**src/pocps_pkg.sv**
```systemverilog
// Package: constants and carrier types of the clock synthesizer block
// ------------------------------------------------------------------
// Contract
// RULE1: Output clock from ratio, duty and phase
// RULE2: Eight equal oscillator phases shift outputs
// RULE3: Zero degree tap rises before 45 degree
// RULE4: Any counter may use any phase tap
// RULE5: Odd ratios; equal counter adds cycle delay
// RULE6: All output counters are identical
// RULE7: Select drives reference mux directly, unsynchronised
// RULE8: Software holds reset while switching reference
// RULE9: Ref over D equals oscillator over M
// RULE10: Output equals ref times M over D, O
// RULE11: Lost feedback drives oscillator to maximum
// RULE12: Tap phase relation kept across frequency
// RULE13: Output ratio 1 to 128, default 1
// RULE14: Input divider 1 to 52, default 1
// RULE15: Feedback multiplier 1 to 64, default 1
// RULE16: Offset is delay cycles plus one tap
// ------------------------------------------------------------------
package pocps_pkg;
	// ------------------------------------------------------------
	// Sizes
	// ------------------------------------------------------------
	localparam int N_OUT = 4;
	localparam int N_TAP = 8;
	// ------------------------------------------------------------
	// Register offsets and fields
	// ------------------------------------------------------------
	localparam logic [7:0] OFS_CTRL = 8'h00;
	localparam logic [7:0] OFS_DIVS = 8'h04;
	localparam logic [7:0] OFS_STATUS = 8'h08;
	localparam logic [7:0] OFS_IRQ_STAT = 8'h0c;
	localparam logic [7:0] OFS_IRQ_MASK = 8'h10;
	localparam logic [7:0] OFS_OCFG = 8'h20;
	localparam int CTRL_HOLD_BIT = 0;
	localparam int CTRL_FBEXT_BIT = 1;
	localparam int CTRL_FBTAP_POS = 2;
	localparam int DIVS_IN_POS = 0;
	localparam int DIVS_MULT_POS = 8;
	localparam int OCFG_RATIO_POS = 0;
	localparam int OCFG_HIGH_POS = 8;
	localparam int OCFG_TAP_POS = 16;
	localparam int OCFG_DELAY_POS = 24;
	localparam int IRQ_LOCK_BIT = 0;
	localparam int IRQ_UNLOCK_BIT = 1;
	localparam int IRQ_FBLOST_BIT = 2;
	localparam logic [1:0] RESP_OKAY = 2'h0;
	localparam logic [1:0] RESP_SLVERR = 2'h2;
	// ------------------------------------------------------------
	// Reset values and loop constants
	// ------------------------------------------------------------
	localparam logic [5:0] IN_DIV_MAX_M1 = 6'h33;
	localparam logic [7:0] HIGH_RESET = 8'h01;
	localparam logic [15:0] FW_RESET = 16'h0400;
	localparam logic [15:0] FW_MAX = 16'hffff;
	localparam logic [15:0] FW_STEP = 16'h0008;
	localparam logic [4:0] LOCK_CNT = 5'h10;
	localparam logic [7:0] FB_TIMEOUT = 8'h20;
	localparam logic [2:0] PHASE_RESET = 3'h7;
	// ------------------------------------------------------------
	// Types
	// ------------------------------------------------------------
	typedef enum logic [1:0] {
		LOOP_HOLD = 2'b00,
		LOOP_ACQ = 2'b01,
		LOOP_LOCK = 2'b10,
		LOOP_LOST = 2'b11
	} pocps_loop_t;
	typedef struct packed {
		logic [7:0] delay;
		logic [2:0] tap;
		logic [7:0] high;
		logic [6:0] ratio_m1;
	} pocps_ocfg_t;
	typedef struct packed {
		logic [7:0] dly;
		logic [6:0] cnt;
		logic out;
	} pocps_octr_t;
	typedef struct packed {
		logic [1:0] pri;
		logic [1:0] alt;
		logic [1:0] fbin;
		logic ref_d;
		logic fbin_d;
		logic hold;
		logic fb_ext;
		logic [2:0] fb_tap;
		logic [5:0] div_m1;
		logic [5:0] mult_m1;
		pocps_ocfg_t [N_OUT-1:0] ocfg;
		logic [2:0] irq_stat;
		logic [2:0] irq_mask;
		logic aw_have;
		logic [7:0] aw_addr;
		logic w_have;
		logic [31:0] wdata;
		logic [3:0] wstrb;
		logic bvalid;
		logic [1:0] bresp;
		logic rvalid;
		logic [1:0] rresp;
		logic [31:0] rdata;
		logic [15:0] acc;
		logic [15:0] fw;
		logic [2:0] phase;
		logic started;
		logic [7:0] taps;
		logic [5:0] ref_div;
		logic [5:0] fb_div;
		logic signed [3:0] err;
		logic [4:0] lock_cnt;
		logic [7:0] miss_cnt;
		pocps_loop_t loop;
		pocps_octr_t [N_OUT-1:0] octr;
		logic fbout;
	} pocps_state_t;
endpackage

```
**src/pocps_top.sv**
```systemverilog
// Module: digital clock synthesizer with phase-tapped output counters
`timescale 1ns/10ps
module pocps_top (
	// Clock and reset
	input wire logic CLK_I,
	input wire logic RSTN_I,
	// AXI4-Lite write channels
	input wire logic [7:0] S_AXI_AWADDR_I,
	input wire logic S_AXI_AWVALID_I,
	output logic S_AXI_AWREADY_O,
	input wire logic [31:0] S_AXI_WDATA_I,
	input wire logic [3:0] S_AXI_WSTRB_I,
	input wire logic S_AXI_WVALID_I,
	output logic S_AXI_WREADY_O,
	output logic [1:0] S_AXI_BRESP_O,
	output logic S_AXI_BVALID_O,
	input wire logic S_AXI_BREADY_I,
	// AXI4-Lite read channels
	input wire logic [7:0] S_AXI_ARADDR_I,
	input wire logic S_AXI_ARVALID_I,
	output logic S_AXI_ARREADY_O,
	output logic [31:0] S_AXI_RDATA_O,
	output logic [1:0] S_AXI_RRESP_O,
	output logic S_AXI_RVALID_O,
	input wire logic S_AXI_RREADY_I,
	// Reference and feedback pins
	input wire logic PRIMARY_REF_CLOCK_I,
	input wire logic ALTERNATE_REF_CLOCK_I,
	input wire logic REF_INPUT_SELECT_I,
	input wire logic FEEDBACK_CLOCK_IN_I,
	// Synthesized clocks and status
	output logic FEEDBACK_CLOCK_OUT_O,
	output logic [pocps_pkg::N_OUT-1:0] OUTPUT_CLOCK_O,
	output logic [7:0] OSC_PHASE_O,
	output logic LOCKED_O,
	output logic IRQ_O
);
	// ------------------------------------------------------------
	// Functions
	// ------------------------------------------------------------
	function automatic logic [31:0] merge(input logic [31:0] old,
		input logic [31:0] nw, input logic [3:0] strb);
		for (int b = 0; b < 4; b++) begin
			old[b*8 +: 8] = strb[b] ? nw[b*8 +: 8] : old[b*8 +: 8];
		end
		merge = old;
	endfunction

	function automatic logic small_err(input logic signed [3:0] e);
		small_err = (e >= -4'sd1) && (e <= 4'sd1);
	endfunction

	// ------------------------------------------------------------
	// Reset release
	// ------------------------------------------------------------
	logic rst_meta;
	logic rst_n;
	always_ff @(posedge CLK_I or negedge RSTN_I) begin
		if (!RSTN_I) begin
			rst_meta <= 1'b0;
			rst_n <= 1'b0;
		end else begin
			rst_meta <= 1'b1;
			rst_n <= rst_meta;
		end
	end

	// ------------------------------------------------------------
	// State
	// ------------------------------------------------------------
	pocps_pkg::pocps_state_t s_reg;
	pocps_pkg::pocps_state_t s_next;
	logic ref_mux;
	logic [7:0] tap_rise;
	logic step;
	logic ref_ev;
	logic fb_ev;
	logic [2:0] ev;

	// Deliberately no synchroniser here: the select steers the mux
	// directly, so a switch under a live loop can clip a pulse.
	assign ref_mux = REF_INPUT_SELECT_I ? s_reg.alt[1] : s_reg.pri[1]; // RULE7

	always_comb begin
		pocps_pkg::pocps_ocfg_t c;
		pocps_pkg::pocps_octr_t t;
		logic [7:0] ra;
		logic [31:0] wv;
		logic [16:0] sum;
		logic [2:0] ph_inc;
		s_next = s_reg;
		c = '0;
		t = '0;
		ra = '0;
		wv = '0;
		sum = '0;
		ph_inc = '0;
		ev = 3'h0;
		s_next.pri = {s_reg.pri[0], PRIMARY_REF_CLOCK_I};
		s_next.alt = {s_reg.alt[0], ALTERNATE_REF_CLOCK_I};
		s_next.fbin = {s_reg.fbin[0], FEEDBACK_CLOCK_IN_I};
		s_next.ref_d = ref_mux;
		s_next.fbin_d = s_reg.fbin[1];

		// --------------------------------------------------------
		// Register bus
		// --------------------------------------------------------
		if (S_AXI_AWVALID_I && !s_reg.aw_have) begin
			s_next.aw_have = 1'b1;
			s_next.aw_addr = S_AXI_AWADDR_I;
		end
		if (S_AXI_WVALID_I && !s_reg.w_have) begin
			s_next.w_have = 1'b1;
			s_next.wdata = S_AXI_WDATA_I;
			s_next.wstrb = S_AXI_WSTRB_I;
		end
		if (s_reg.bvalid && S_AXI_BREADY_I) begin
			s_next.bvalid = 1'b0;
		end
		if (s_reg.aw_have && s_reg.w_have && !s_reg.bvalid) begin
			s_next.aw_have = 1'b0;
			s_next.w_have = 1'b0;
			s_next.bvalid = 1'b1;
			s_next.bresp = pocps_pkg::RESP_OKAY;
			ra = {s_reg.aw_addr[7:2], 2'b00};
			unique case (ra)
				pocps_pkg::OFS_CTRL: begin
					wv = merge({27'h0, s_reg.fb_tap, s_reg.fb_ext,
						s_reg.hold}, s_reg.wdata, s_reg.wstrb);
					s_next.hold = wv[pocps_pkg::CTRL_HOLD_BIT];
					s_next.fb_ext = wv[pocps_pkg::CTRL_FBEXT_BIT];
					s_next.fb_tap = wv[pocps_pkg::CTRL_FBTAP_POS +: 3];
				end
				pocps_pkg::OFS_DIVS: begin
					wv = merge({18'h0, s_reg.mult_m1, 2'h0, s_reg.div_m1},
						s_reg.wdata, s_reg.wstrb);
					s_next.div_m1 = wv[pocps_pkg::DIVS_IN_POS +: 6]; // RULE14
					if (s_next.div_m1 > pocps_pkg::IN_DIV_MAX_M1) begin
						s_next.div_m1 = pocps_pkg::IN_DIV_MAX_M1; // RULE14
					end
					s_next.mult_m1 = wv[pocps_pkg::DIVS_MULT_POS +: 6]; // RULE15
				end
				pocps_pkg::OFS_IRQ_MASK: begin
					wv = merge({29'h0, s_reg.irq_mask}, s_reg.wdata,
						s_reg.wstrb);
					s_next.irq_mask = wv[2:0];
				end
				pocps_pkg::OFS_STATUS, pocps_pkg::OFS_IRQ_STAT: begin
				end
				default: begin
					s_next.bresp = pocps_pkg::RESP_SLVERR;
					for (int i = 0; i < pocps_pkg::N_OUT; i++) begin
						if (ra == pocps_pkg::OFS_OCFG + 8'(4 * i)) begin
							c = s_reg.ocfg[i];
							wv = merge({c.delay, 5'h0, c.tap, c.high, 1'b0,
								c.ratio_m1}, s_reg.wdata, s_reg.wstrb);
							c.ratio_m1 = wv[pocps_pkg::OCFG_RATIO_POS +: 7]; // RULE13
							c.high = wv[pocps_pkg::OCFG_HIGH_POS +: 8];
							c.tap = wv[pocps_pkg::OCFG_TAP_POS +: 3];
							c.delay = wv[pocps_pkg::OCFG_DELAY_POS +: 8];
							s_next.ocfg[i] = c; // RULE6
							s_next.bresp = pocps_pkg::RESP_OKAY;
						end
					end
				end
			endcase
		end
		if (s_reg.rvalid && S_AXI_RREADY_I) begin
			s_next.rvalid = 1'b0;
		end
		if (S_AXI_ARVALID_I && !s_reg.rvalid) begin
			ra = {S_AXI_ARADDR_I[7:2], 2'b00};
			s_next.rvalid = 1'b1;
			s_next.rresp = pocps_pkg::RESP_OKAY;
			s_next.rdata = 32'h0;
			unique case (ra)
				pocps_pkg::OFS_CTRL:
					s_next.rdata = {27'h0, s_reg.fb_tap, s_reg.fb_ext,
						s_reg.hold};
				pocps_pkg::OFS_DIVS:
					s_next.rdata = {18'h0, s_reg.mult_m1, 2'h0, s_reg.div_m1};
				pocps_pkg::OFS_STATUS:
					s_next.rdata = {s_reg.fw, 8'h0, 3'h0, s_reg.started,
						2'h0, s_reg.loop};
				pocps_pkg::OFS_IRQ_STAT: begin
					s_next.rdata = {29'h0, s_reg.irq_stat};
					s_next.irq_stat = 3'h0;
				end
				pocps_pkg::OFS_IRQ_MASK:
					s_next.rdata = {29'h0, s_reg.irq_mask};
				default: begin
					s_next.rresp = pocps_pkg::RESP_SLVERR;
					for (int i = 0; i < pocps_pkg::N_OUT; i++) begin
						if (ra == pocps_pkg::OFS_OCFG + 8'(4 * i)) begin
							c = s_reg.ocfg[i];
							s_next.rdata = {c.delay, 5'h0, c.tap, c.high, 1'b0,
								c.ratio_m1};
							s_next.rresp = pocps_pkg::RESP_OKAY;
						end
					end
				end
			endcase
		end

		// --------------------------------------------------------
		// Oscillator: one phase step per accumulator carry
		// --------------------------------------------------------
		sum = {1'b0, s_reg.acc} + {1'b0, s_reg.fw};
		step = (s_reg.loop != pocps_pkg::LOOP_HOLD) && sum[16];
		ph_inc = s_reg.phase + 3'h1;
		for (int k = 0; k < pocps_pkg::N_TAP; k++) begin
			tap_rise[k] = step && (ph_inc == 3'(k)); // RULE2
		end
		if (s_reg.loop != pocps_pkg::LOOP_HOLD) begin
			s_next.acc = sum[15:0];
		end
		if (step) begin
			s_next.phase = ph_inc;
			// Taps join one by one, so none rises before tap 0
			s_next.taps[ph_inc] = 1'b1; // RULE2
			s_next.taps[ph_inc + 3'h4] = 1'b0;
			// Phase starts at 7 so tap 0 is always the first to rise
			if (ph_inc == 3'h0) begin
				s_next.started = 1'b1; // RULE3
			end
		end

		// --------------------------------------------------------
		// Dividers and phase-frequency comparison
		// --------------------------------------------------------
		ref_ev = 1'b0;
		fb_ev = 1'b0;
		if (ref_mux && !s_reg.ref_d) begin
			if (s_reg.ref_div >= s_reg.div_m1) begin
				s_next.ref_div = 6'h0;
				ref_ev = 1'b1; // RULE9
			end else begin
				s_next.ref_div = s_reg.ref_div + 6'h1;
			end
		end
		if (tap_rise[s_reg.fb_tap]) begin
			s_next.fb_div = (s_reg.fb_div == s_reg.mult_m1) ? 6'h0 :
				s_reg.fb_div + 6'h1; // RULE15
		end
		s_next.fbout = (s_reg.mult_m1 == 6'h0) ?
			s_reg.taps[s_reg.fb_tap] :
			s_reg.started && (s_next.fb_div <= {1'b0, s_reg.mult_m1[5:1]});
		if (s_reg.fb_ext) begin
			fb_ev = s_reg.fbin[1] && !s_reg.fbin_d;
		end else begin
			fb_ev = tap_rise[s_reg.fb_tap] && (s_reg.fb_div == s_reg.mult_m1);
		end
		if (ref_ev && !fb_ev && s_reg.err != 4'sd7) begin
			s_next.err = s_reg.err + 4'sd1;
		end else if (fb_ev && !ref_ev && s_reg.err != -4'sd7) begin
			s_next.err = s_reg.err - 4'sd1;
		end

		// --------------------------------------------------------
		// Loop control
		// --------------------------------------------------------
		if (fb_ev) begin
			s_next.miss_cnt = 8'h0;
		end else if (ref_ev && s_reg.miss_cnt != pocps_pkg::FB_TIMEOUT) begin
			s_next.miss_cnt = s_reg.miss_cnt + 8'h1;
		end
		if (ref_ev && s_reg.loop != pocps_pkg::LOOP_LOST) begin
			if (s_next.err > 4'sd0 && s_reg.fw <= 16'hffff -
				pocps_pkg::FW_STEP) begin
				s_next.fw = s_reg.fw + pocps_pkg::FW_STEP; // RULE9
			end else if (s_next.err < 4'sd0 && s_reg.fw >
				pocps_pkg::FW_STEP) begin
				s_next.fw = s_reg.fw - pocps_pkg::FW_STEP; // RULE9
			end
			s_next.lock_cnt = small_err(s_next.err) ?
				s_reg.lock_cnt + 5'h1 : 5'h0;
		end
		unique case (s_reg.loop)
			pocps_pkg::LOOP_HOLD:
				if (!s_reg.hold) begin
					s_next.loop = pocps_pkg::LOOP_ACQ;
				end
			pocps_pkg::LOOP_ACQ:
				if (s_next.lock_cnt >= pocps_pkg::LOCK_CNT) begin
					s_next.loop = pocps_pkg::LOOP_LOCK;
					ev[pocps_pkg::IRQ_LOCK_BIT] = 1'b1;
				end
			pocps_pkg::LOOP_LOCK:
				if (ref_ev && !small_err(s_next.err)) begin
					s_next.loop = pocps_pkg::LOOP_ACQ;
					s_next.lock_cnt = 5'h0;
					ev[pocps_pkg::IRQ_UNLOCK_BIT] = 1'b1;
				end
			pocps_pkg::LOOP_LOST: begin
				// Without feedback the loop only ever pushes up
				s_next.fw = pocps_pkg::FW_MAX; // RULE11
				if (fb_ev) begin
					s_next.loop = pocps_pkg::LOOP_ACQ;
					s_next.lock_cnt = 5'h0;
					s_next.err = 4'sd0;
				end
			end
		endcase
		if (s_reg.loop != pocps_pkg::LOOP_LOST &&
			s_reg.loop != pocps_pkg::LOOP_HOLD &&
			s_next.miss_cnt == pocps_pkg::FB_TIMEOUT) begin
			s_next.loop = pocps_pkg::LOOP_LOST;
			s_next.fw = pocps_pkg::FW_MAX; // RULE11
			ev[pocps_pkg::IRQ_FBLOST_BIT] = 1'b1;
			ev[pocps_pkg::IRQ_UNLOCK_BIT] = s_reg.loop ==
				pocps_pkg::LOOP_LOCK;
		end

		// --------------------------------------------------------
		// Output counters
		// --------------------------------------------------------
		for (int i = 0; i < pocps_pkg::N_OUT; i++) begin
			c = s_reg.ocfg[i];
			t = s_reg.octr[i];
			if (tap_rise[c.tap]) begin // RULE4
				if (t.dly != 8'h0) begin
					t.dly = t.dly - 8'h01; // RULE16
				end else if (t.cnt == c.ratio_m1) begin
					t.cnt = 7'h0; // RULE5
				end else begin
					t.cnt = t.cnt + 7'h1; // RULE13
				end
			end
			// Whole phase in oscillator units, so it tracks frequency
			t.out = s_reg.started && (t.dly == 8'h0) &&
				((c.ratio_m1 == 7'h0) ? s_reg.taps[c.tap] :
				({1'b0, t.cnt} < c.high)); // RULE1 RULE10 RULE12
			s_next.octr[i] = t;
		end

		// --------------------------------------------------------
		// Hold: counters restart together from a known phase
		// --------------------------------------------------------
		if (s_reg.hold) begin // RULE8
			s_next.loop = pocps_pkg::LOOP_HOLD;
			s_next.acc = 16'h0;
			s_next.fw = pocps_pkg::FW_RESET;
			s_next.phase = pocps_pkg::PHASE_RESET;
			s_next.started = 1'b0;
			s_next.ref_div = 6'h0;
			s_next.fb_div = 6'h0;
			s_next.err = 4'sd0;
			s_next.lock_cnt = 5'h0;
			s_next.miss_cnt = 8'h0;
			s_next.fbout = 1'b0;
			s_next.taps = 8'h00;
			// Settings written this cycle, so count and ratio agree
			for (int i = 0; i < pocps_pkg::N_OUT; i++) begin
				s_next.octr[i].dly = s_next.ocfg[i].delay;
				s_next.octr[i].cnt = s_next.ocfg[i].ratio_m1;
				s_next.octr[i].out = 1'b0;
			end
		end
		// Set wins over the read clear
		s_next.irq_stat = s_next.irq_stat | ev;
	end

	always_ff @(posedge CLK_I or negedge rst_n) begin
		if (!rst_n) begin
			s_reg <= '0;
			s_reg.hold <= 1'b1;
			s_reg.fw <= pocps_pkg::FW_RESET;
			s_reg.phase <= pocps_pkg::PHASE_RESET;
			s_reg.loop <= pocps_pkg::LOOP_HOLD;
			for (int i = 0; i < pocps_pkg::N_OUT; i++) begin
				s_reg.ocfg[i].high <= pocps_pkg::HIGH_RESET;
			end
		end else begin
			s_reg <= s_next;
		end
	end

	// ------------------------------------------------------------
	// Outputs
	// ------------------------------------------------------------
	assign S_AXI_AWREADY_O = !s_reg.aw_have;
	assign S_AXI_WREADY_O = !s_reg.w_have;
	assign S_AXI_BVALID_O = s_reg.bvalid;
	assign S_AXI_BRESP_O = s_reg.bresp;
	assign S_AXI_ARREADY_O = !s_reg.rvalid;
	assign S_AXI_RVALID_O = s_reg.rvalid;
	assign S_AXI_RRESP_O = s_reg.rresp;
	assign S_AXI_RDATA_O = s_reg.rdata;
	assign FEEDBACK_CLOCK_OUT_O = s_reg.fbout;
	assign OSC_PHASE_O = s_reg.taps;
	assign LOCKED_O = s_reg.loop == pocps_pkg::LOOP_LOCK;
	assign IRQ_O = |(s_reg.irq_stat & s_reg.irq_mask);
	always_comb begin
		for (int i = 0; i < pocps_pkg::N_OUT; i++) begin
			OUTPUT_CLOCK_O[i] = s_reg.octr[i].out;
		end
	end
endmodule

```
**config.mk**
```make
export PLATFORM = sky130hd
export DESIGN_NAME = pocps_top
export DESIGN_NICKNAME = d
export VERILOG_FILES = /design/src/pocps_pkg.sv /design/src/pocps_top.sv
export SDC_FILE = /design/constraint.sdc
export NUM_CORES = 1
export LEC_CHECK = 0
export ABC_AREA = 1
export BUFFER_PORTS_ARGS = -buffer_cell sky130_fd_sc_hd__buf_2
export CAP_MARGIN = 20
export CELL_PAD_IN_SITES_DETAIL_PLACEMENT = 0
export CELL_PAD_IN_SITES_GLOBAL_PLACEMENT = 1
export CORE_MARGIN = 2
export CORE_UTILIZATION = 46
export CTS_CLUSTER_SIZE = 28
export DETAILED_ROUTE_END_ITERATION = 16
export PLACE_DENSITY_LB_ADDON = 0.2
export SYNTH_ARGS = -nofsm -noshare
export SYNTH_HDL_FRONTEND = slang
export SYNTH_SLANG_ARGS = --single-unit
```
**constraint.sdc**
```tcl
create_clock -name CLK_I -period 13.8 [get_ports CLK_I]
set_input_delay 2.07 -clock CLK_I [delete_from_list [all_inputs] [get_ports CLK_I]]
set_output_delay 2.07 -clock CLK_I [all_outputs]
set_load 0.01 [all_outputs]
```
[After elaboration in Yosys (flattened, before gate mapping)]
Index checks and enable logic that the tools add are counted.
Word-level totals
  register bits: 361
  word-level logic and storage cells: 375
Cells by class
  magnitude comparators: 23
  reduce and logical (&&, ||, !) cells: 97
  bitwise operators: 6
  eq/ne operators: 39
  add/subtract/negate cells: 19
  muxes and demuxes: 127
Operators by type and width (count)
  two-way mux 104 bit: 2
  case mux 32 bit (5 select lines): 1
  two-way mux 140 bit: 1
  two-way mux 34 bit: 4
  two-way mux 8 bit: 14
  two-way mux 26 bit: 4
  two-way mux 16 bit: 6
  two-way mux 7 bit: 12
  two-way mux 15 bit: 4
  == test 6 x 4 -> 1 bit (second input constant): 8
  logical AND 1 bit: 42
  two-way mux 37 bit: 1
  two-way mux 6 bit: 6
  two-way mux 35 bit: 1
  zero test 8 bit: 4
  < comparator 7 x 8 -> 1 bit: 4
  AND reduction 4 bit: 8
  nonzero test 8 bit: 4
  subtractor 8 x 1 -> 8 bit (second input constant): 4
  binary-select mux 1 bit (select 3 bit): 10
  two-way mux 1 bit: 30
  adder 7 x 1 -> 7 bit (second input constant): 4
  == test 7 bit: 4
  zero test 7 bit: 4
  62 further kinds: 129

[Depth between registers and ports, before layout]
Gate-level depths: netlist (run 1).
  word-level depth: 20
  depth in mapped cells: 31
  gate-level depth less buffers: 30

[Worst setup path after synthesis (run 1)]
OpenSTA, ideal clock, no wires.
  kind: input to register
  start point: in REF_INPUT_SELECT_I
  end point: reg s_reg[115] in the netlist's numbering
  setup time: 0.121 ns
  setup slack: 9.600 ns
  data arrival time: 4.079 ns
  stages: 20
  required time: 13.679 ns
  path through: nand2_1 > o21ai_0 > nor2_1 > nand2_1 > inv_1 > nand2_1 > nor2_1 > nand3_1 > nor2_1 > xor2_1 > nand2_1 > nand2_1 > nor2_2 > nand3b_4 > nand2_4 > nor2_2 > nand2_4 > buf_8 > nand3_2 > o21ai_2
Between the ends
  word-level cells in the longest chain between the ends: 15
  elaborated cells between the ends (all ways): 28
  those cells by class: order compare: 2; eq/ne: 1; mux: 11; reduce/logical: 14
Ends and longest elaborated chain
  start: declaration: RTL line pocps_top.sv:29  | input wire logic REF_INPUT_SELECT_I,
  two-way mux 1 bit *: RTL line pocps_top.sv:82  | assign ref_mux = REF_INPUT_SELECT_I ? s_reg.alt[1] : s_reg.pri[1];
  logical AND 1 bit *: RTL line pocps_top.sv:233  | if (ref_mux && !s_reg.ref_d) begin
  two-way mux 1 bit *: RTL line pocps_top.sv:233
  zero test 1 bit: RTL line pocps_top.sv:255  | end else if (fb_ev && !ref_ev && s_reg.err != -4'sd7) begin
  logical AND 1 bit (2 in a row): RTL line pocps_top.sv:255
  two-way mux 4 bit: RTL line pocps_top.sv:255
  two-way mux 4 bit: RTL line pocps_top.sv:253  | if (ref_ev && !fb_ev && s_reg.err != 4'sd7) begin
  greater-than comparator 4 x 1 -> 1 bit: RTL line pocps_top.sv:268  | if (s_next.err > 4'sd0 && s_reg.fw <= 16'hffff -
  logical AND 1 bit: RTL line pocps_top.sv:268
  two-way mux 16 bit: RTL line pocps_top.sv:268
  two-way mux 16 bit: RTL line pocps_top.sv:267  | if (ref_ev && s_reg.loop != pocps_pkg::LOOP_LOST) begin
  two-way mux 16 bit: RTL line pocps_top.sv:278  | unique case (s_reg.loop)
  two-way mux 16 bit: RTL line pocps_top.sv:304  | if (s_reg.loop != pocps_pkg::LOOP_LOST &&
  two-way mux 140 bit: RTL line pocps_top.sv:339  | if (s_reg.hold) begin
  end signal: assignment: RTL line pocps_top.sv:374  | s_reg <= s_next;
  end: declaration: RTL line pocps_top.sv:71  | pocps_pkg::pocps_state_t s_reg;
Mark *: on every way between the ends. The rest lies on a longest branch, timed or not. The select of a mux whose other input is x is not followed.
A chain may end at the register's enable or synchronous reset.

==> metrics.cfg, run 1 <==
[yosys]
synth_most_common_cell=nand2_1
ys.flop_type=dfrtp_1
synth_cells=2599
synth.top_cell.area_share=0.418
netlist_top_cells_area=dfrtp_1, nand2_1, o21ai_0, inv_1, ha_1
yosysSeqAreaShare=0.429
synth_top_area_cell=dfrtp_1
synth_edf_count=0
async_reset_ff_frac=1.00
yosys_warnings=0
synth.avg_cell_area_um2=7.82
synth_common_cells=nand2_1, dfrtp_1, inv_1
netlist_area_um2=20300
yosysUniqueCellTypes=70
synth-seq-cells=348

[finish]
drive_above_1_share=0.107
largest_reg_flops=294
final_area_um2=22600
fin_nets=2785
syn2layout_area_growth_pct=11.4
insertedDiodeCount=0

[global_routing]
grt-ovfl-total=0
grt_start_max_net_pins=154
grt_first_pass_wirelength_mm=97.0
grtUsageTotal=0.269
grt_pass1_vias=17239
antenna_found_initial=0

[sta]
rsz0062_at_grt=false
finalSetupViolCount=0
final.min_clock_period_ns=4.93
worst_pin_slew_ns=0.960
tns_ns=0
fin_crit_sh=0.357
hold_violations=0
relSlewSlack=0.360
slew_viol_final=0
final.setup_skew_ns=0.0269
fmax_ghz=0.203

[critical_path]
start_kind=flop
cp-end-kind=flop
crit_arrival_ns=5.36
r2r_cells=26
crit_type=flop to flop
path_depth=26
crit_buf_inv=3
critPathMaxStageDelay_ns=0.43
cp_max_fo=11
slowest_stage=dfrtp_1
cp.required_ns=14.24
crit_family=simple AND/OR/NAND/NOR gates

[clocking]
clock-sinks=348
clock-root-buffer=clkbuf_16
htreeDepth=2
clk_pin_slew_ns=0.06
cts_tree=done
cts_setup_buffers=0
cts-resized-gates=0
cts_made_buffers=42
insertion_delay_ns=0.58
clockBufferDepth=3
hold_buffers=0

[power_and_ir_drop]
ir_drop_mv=0.100
leakage_nw=10.9
power_density_nw_per_um2=229

[routing]
ant_nets=0
wl_met1_mm=27.6
first_iter_violations=1798
dr.pass1.iters=8
wl_per_cell_um=18.8
met3_length_mm=3.73
met2_wirelength_mm=27.6
drc_errors=0
highest_layer=met4
via_per_inst=5.48
via_count=17853
wl_mm=61.2

[die]
die_y_um=214
start_util=0.469
die_area_um2=45900
die_w_um=214
row_count=76
ios=119
core_region_area_um2=43400

[place]
place_area_um2=21000
gp_congestion=0.936
port_buffers=105
hpwl_mm=45.1

[run]
cap_violations=0

[hold_path]
min_path_type=flop to flop
holdPathStages=0

[run_status]
outcome=finished clean

==> worst register-to-register path: cells and delay by family (launching register included) <==
kind            cells  cell delay, ns
fa+ha+maj           3            0.88
buf+inv             3            0.34
simple gates       15            2.39
compound gates      5            0.76
flops               1            0.43
==> stage by stage <==
step | setup slack, ns | hold slack, ns | utilization | total power [mW] | std cells
final | 8.87 | 0.349 | 0.522 | 5.18 | 3258
after global routing | 8.39 | 0.357 | 0.522 | 5.59 | 3258
after CTS | 8.86 | 0.352 | 0.521 | 5.18 | 3257
after detailed placement | 8.65 | 0.339 | 0.485 | 3.90 | 3182
after global placement | 8.68 | 0.336 | 0.485 | 3.85 | 3182
after floorplan | 3.40 | 0.331 | - | 3.29 | 2601
==> layer usage <==
metal	up-vias	track usage
met5	-	0
met4	0	0.104
met3	107	0.0421
met2	498	0.424
met1	8555	0.373
li1	8693	-
==> logic make-up (layout without fill, tap and decap cells) <==
| logic type | Yosys count | count (layout) | synth area share |
|---|---|---|---|
| AOI/OAI and AO/OA | 543 | 543 | 0.153 |
| xor gates and xnor gates | 66 | 66 | 0.0285 |
| adders and majority gates | 80 | 80 | 0.0496 |
| buffers and inverters | 440 | 512 | 0.0922 |
| DFF | 348 | 348 | 0.429 |
| muxes | 5 | 5 | 0.00271 |
| other | 2 | 4 | 0.000370 |
| and+or+nand+nor | 1115 | 1115 | 0.244 |
==> cell usage in the layout, fill, tap and decap left out, types with 43 or more instances in the layout <==
cell and n:
nand3_1 152, a21oi_1 169, nor3_1 57, nor2_1 233, ha_1 79, dfrtp_1 338
clkbuf_16 43, buf_2 105, xor2_1 46, o22ai_1 46, inv_1 300, nand2_1 544
o21ai_0 225
==> final cells by class <==
type                            count  area (um^2)
Timing Repair Buffer              117          648
Clock buffer                       53         1170
Sequential cell                   348         8730
Clock inverter                     22          398
Fill cell                        4248        20700
Inverter                          320         1210
Multi-Input combinational cell   1813         9740
Tap cell                          585          732
==> final timing paths <==
check / endpoint / startpoint / slack (ns)
setup reg to reg: OUTPUT_CLOCK_O[3] / s_reg[109] / 8.87
setup / recovery: OUTPUT_CLOCK_O[3] / s_reg[109] / 8.87
min in group asynchronous: s_reg[199] / rst_n / 0.39
hold / removal: rst_n / rst_meta / 0.35
hold reg to reg: rst_n / rst_meta / 0.35
max in group asynchronous: s_reg[253] / rst_n / 11.14
==> power breakdown <==
| group | total (mW) | leakage, nW | switching (mW) | internal [mW] |
|---|---|---|---|---|
| sequential | 1.75 | 4.35 | 0.359 | 1.40 |
| combinational | 2.16 | 5.74 | 1.42 | 0.737 |
| clock | 1.26 | 0.770 | 0.458 | 0.807 |
| total | 5.18 | 10.9 | 2.24 | 2.94 |
Power figures use the tool's default switching activity.
==> run 2, diff against run 1 <==
CORE_UTILIZATION = 42   (was 46)
clock period = 4.2 ns   (was 13.8 ns; I/O delays follow)
==> run 2 against run 1 <==
  * Clock power rose to 3.1 times the previous value
  * First-iteration DRC count decreased by 21%
  * Register-to-register slack got worse by 8.8 ns
  * Count of clock-buffer cells in the layout is 17 higher
  * Clock skew decreased by 0.0014 ns
  * Worst hold slack worse by 0.18 ns
  * Power grew to 3.3 times the previous value
  * Utilization is 3.4 points lower
  * Via count increased by 1.4%
  * Sequential power rose to 3.3 times the previous value
  * Critical path type unchanged
  * Critical endpoint is now OUTPUT_CLOCK_O[1]
  * Largest cell class unchanged
==> metrics.cfg, run 2 (synthesized netlist as in run 1, its figures left out) <==
[sta]
rsz0062_at_grt=true
fmax_ghz=0.245
fin_crit_sh=0.972
hold_violations=0
slew_viol_final=0
final.min_clock_period_ns=4.08
final.setup_skew_ns=0.0255
tns_ns=0
relSlewSlack=0.344
whs_ns=0.167
finalSetupViolCount=0
fin_ws_ns=0.118
worst_pin_slew_ns=0.959

[routing]
via_count=18099
wl_per_cell_um=19.0
first_iter_violations=1425
wl_mm=63.7
via_per_inst=5.41
drc_errors=0
ant_nets=0
dr.pass1.iters=6

[power_and_ir_drop]
pwr-share-comb=0.443
seqPwrFrac=0.332
ir_drop_mv=0.350
clock_power_share=0.225
leakage_nw=11.2
switchingPower_mw=7.54
p_int_mw=9.66
power_density_nw_per_um2=739
swShare=0.438

[finish]
syn2layout_area_growth_pct=14.5
fin_nets=2841
fillers=4721
multi_input_area_um2=10000
ff_latch_area_um2=8730
insertedDiodeCount=0
largest_reg_flops=294
drive_above_1_share=0.141
stdcell_count=3345
mostFrequentLayoutCell=nand2_1
mostFrequentLayoutCells=nand2_1, dfrtp_1, inv_1

[critical_path]
crit_arrival_ns=4.57
crit_type=flop to flop
slowest_stage=dfrtp_1
crit-reg2reg-launch=s_reg[109]
r2r_cells=31
critPathMaxStageDelay_ns=0.40
cp-end-kind=flop
cp.required_ns=4.69
start_kind=flop
cp_max_fo=8
reg2reg_to=OUTPUT_CLOCK_O[1]
cp_common_cell=nand2_2
r2r_slack_ns=0.12

[place]
hpwl_mm=47.0
gp_congestion=0.946
port_buffers=105
dp_slack_ns=-0.0374
placedCellCount=3254

[die]
die_y_um=224
die_area_um2=50100
row_count=80
start_util=0.425
ios=119
core_region_area_um2=47700
die_w_um=224

[hold_path]
holdPathStages=1
min_path_type=input pin to flop
hp-start=PRIMARY_REF_CLOCK_I
holdPathEnd=s_next[358]

[clocking]
cts_made_buffers=42
clock-sinks=348
insertion_delay_ns=0.58
clockBufferDepth=3
clk_pin_slew_ns=0.06
clock-root-buffer=clkbuf_16
htreeDepth=2
cts_tree=done

[run]
cap_violations=0

[global_routing]
grt_start_max_net_pins=113
grt-ovfl-total=0
antenna_found_initial=0
grtUsageTotal=0.254
grt_pass1_vias=17220
grt_first_pass_wirelength_mm=98.4

[run_status]
outcome=finished clean

## run 2: cell count changes in the layout (fill, tap and decap cells not counted), moves of 8 or more
cell,change
buf_4,+53
a21oi_1,-10
a21oi_2,+10
clkbuf_8,+8
nor2_4,+8
bufinv_16,-8
nor2_1,-9
## run 2: final cells by class
type	instances	area share
clock buffer	70	0.0585
clock inverter	6	0.00452
inverter	320	0.0522
multi-input combinational	1813	0.430
sequential	348	0.375
tap	615	0.0331
timing repair buffer	173	0.0464
## run 2: worst max-delay path: cells and delay by family, from the launching register on
kind                       cells  cell delay [ns]
and+or+nand+nor               19             1.88
adders and majority gates      3             0.85
AOI/OAI and AO/OA              4             0.43
buffers and inverters          5             0.42
DFF                            1             0.40
## run 2: stage by stage
step           power [mW]   util  cell area (um^2)
2_1_floorplan        10.8      -             20300
3_3_place_gp         12.9  0.448             21400
3_5_place_dp         13.0  0.448             21400
4_1_cts              17.0  0.479             22900
5_1_grt              18.6  0.487             23300
6_report             17.2  0.487             23300
## run 2: how the worst max path moves through the flow
stage / startpoint / end / depth (start not counted)
6_report: s_reg[109] / OUTPUT_CLOCK_O[1] / 31
4_1_cts: s_reg[109] / OUTPUT_CLOCK_O[3] / 28
3_5_place_dp: s_reg[109] / OUTPUT_CLOCK_O[3] / 28
2_1_floorplan: s_reg[109] / OUTPUT_CLOCK_O[1] / 31
3_3_place_gp: s_reg[109] / OUTPUT_CLOCK_O[0] / 29
5_1_grt: s_reg[109] / OUTPUT_CLOCK_O[1] / 31
## run 2: metal layers
layer,up-vias,global-route usage,share of wire
met5,-,0,0
met1,8632,0.354,0.45
met3,115,0.0438,0.066
li1,8799,-,-
met4,0,0.100,0.037
met2,553,0.395,0.44
## run 2: power by group through the flow
| stage | Combinational (mW) | Clock, mW | Sequential (mW) |
|---|---|---|---|
| after floorplan | 5.46 | 0 | 5.36 |
| after global placement | 7.20 | 0 | 5.70 |
| after detailed placement | 7.32 | 0 | 5.73 |
| after CTS | 7.36 | 3.94 | 5.68 |
| after global routing | 8.62 | 4.08 | 5.87 |
| final | 7.62 | 3.86 | 5.71 |
## run 2: timing repair
| action | CTS | global route |
|---|---|---|
| buffers inserted | 0 | 14 |
| setup endpoints to repair | 3 | 14 |
| hold endpoints to repair | 2 | 0 |
| hold buffers | 1 | 0 |
| resized for setup | 2 | 71 |
| pin swaps | 2 | 39 |
==> run 3, diff against run 2 <==
PLACE_DENSITY_LB_ADDON = 0.12   (was 0.2)
==> run 3 against run 2 <==
  * The run now ends with negative setup slack left
  * Critical path type unchanged
  * Register-to-register slack got worse by 0.14 ns
  * Global-route usage increased by 0.50 points
  * Worst hold slack got worse by 0.0061 ns
  * Critical endpoint is now OUTPUT_CLOCK_O[0]
==> metrics.cfg, run 3 (synthesized netlist as in run 1, its figures left out) <==
[run_status]
outcome=complete, but fails checks
violations=negative setup slack

[critical_path]
crit_buf_inv=3
crit_family=simple AND/OR/NAND/NOR gates
crit_arrival_ns=4.67
cp.required_ns=4.64
cp_max_fo=8
crit_type=flop to flop
critPathMaxStageDelay_ns=0.39
cp_common_cell=nand2_2
cp-end-kind=flop
slowest_stage=dfrtp_1
start_kind=flop

[place]
port_buffers=105
dp_slack_ns=-0.0627
hpwl_mm=48.3
placedCellCount=3254
place_area_um2=21400
gp_congestion=0.933

[clocking]
clockBufferDepth=3
clk_pin_slew_ns=0.05
clock-sinks=348
cts_tree=done
cts_made_buffers=43
clock-root-buffer=clkbuf_16
insertion_delay_ns=0.57
htreeDepth=2

[die]
ios=119
die_w_um=224
core_region_area_um2=47700
die_y_um=224
die_area_um2=50100
row_count=80
start_util=0.425

[global_routing]
antenna_found_initial=1
grt_start_max_net_pins=84
grtUsageTotal=0.259
grt_first_pass_wirelength_mm=100
grt_pass1_vias=17485
grt-ovfl-total=0

[power_and_ir_drop]
p_int_mw=9.51
clock_power_share=0.218
seqPwrFrac=0.335
power_mw=17.0
swShare=0.441
pwr-share-comb=0.447
power_density_nw_per_um2=736
switchingPower_mw=7.50
leakage_nw=11.1
ir_drop_mv=0.489

[hold_path]
min_path_type=input pin to flop

[sta]
worst_pin_slew_ns=1.02
relSlewSlack=0.314
final.setup_skew_ns=0.0207
hold_violations=0
slew_viol_final=0
finalSetupViolCount=1
fmax_ghz=0.237
fin_ws_ns=-0.0247
fin_crit_sh=1.01
final.min_clock_period_ns=4.22
rsz0062_at_grt=true
tns_ns=-0.0247

[finish]
fillers=4761
mostFrequentLayoutCells=nand2_1, dfrtp_1, inv_1
mostFrequentLayoutCell=nand2_1
insertedDiodeCount=0
largest_reg_flops=294
stdcell_count=3337
syn2layout_area_growth_pct=13.7
drive_above_1_share=0.138
final_area_um2=23100
fin_nets=2835

[routing]
dr.pass1.iters=5
wl_per_cell_um=19.3
via_per_inst=5.42
via_count=18076
drc_errors=0
first_iter_violations=1563
ant_nets=0
wl_mm=64.3

[run]
cap_violations=0

## run 3: per-stage QoR
step	utilization	hold slack, ns
after floorplan	-	0.331
after global placement	0.448	0.335
after detailed placement	0.448	0.337
final	0.484	0.161
after CTS	0.478	0.133
after global routing	0.484	0.143
## run 3: path summary, 6_finish.rpt
check / startpoint / endpoint / slack [ns] / depth (start not counted)
setup / recovery: s_reg[109] / OUTPUT_CLOCK_O[0] / -0.02 / 29
hold / removal: FEEDBACK_CLOCK_IN_I / s_next[354] / 0.16 / 1
setup reg to reg: s_reg[109] / OUTPUT_CLOCK_O[0] / -0.02 / 29
hold reg to reg: s_next[356] / s_reg[356] / 0.35 / 0
max in group asynchronous: rst_n / s_reg[315] / 2.73 / 1
min in group asynchronous: RSTN_I / rst_n / 0.37 / 2
## run 3: power groups by stage
stage	logic [mW]	clock network, mW	registers, mW
finish	7.60	3.71	5.70
global route	8.63	3.94	5.86
CTS	7.39	3.82	5.67
detailed placement	7.35	0	5.72
global placement	7.20	0	5.70
floorplan	5.46	0	5.36
## run 3: per-layer routing
layer / GRT usage / share of wire
met4: 0.0748 / 0.030
met1: 0.364 / 0.46
met3: 0.0485 / 0.066
met2: 0.409 / 0.45
met5: 0 / 0.00019
## run 3: area by class of cell
class / count / area [um^2] / area share
Sequential cell: 348 / 8730 / 0.378
Clock inverter: 10 / 129 / 0.00558
Timing Repair Buffer: 166 / 1030 / 0.0445
Multi-Input combinational cell: 1813 / 9980 / 0.432
Inverter: 320 / 1210 / 0.0524
Tap cell: 615 / 769 / 0.0333
Clock buffer: 65 / 1270 / 0.0549
## run 3: repair_timing
| item | CTS | global route |
|---|---|---|
| setup buffers | 0 | 7 |
| endpoints found under the setup margin | 3 | 17 |
| hold buffers | 1 | 0 |
| hold endpoints to repair | 2 | 0 |
| resized for setup | 5 | 62 |
| pin swaps | 0 | 38 |
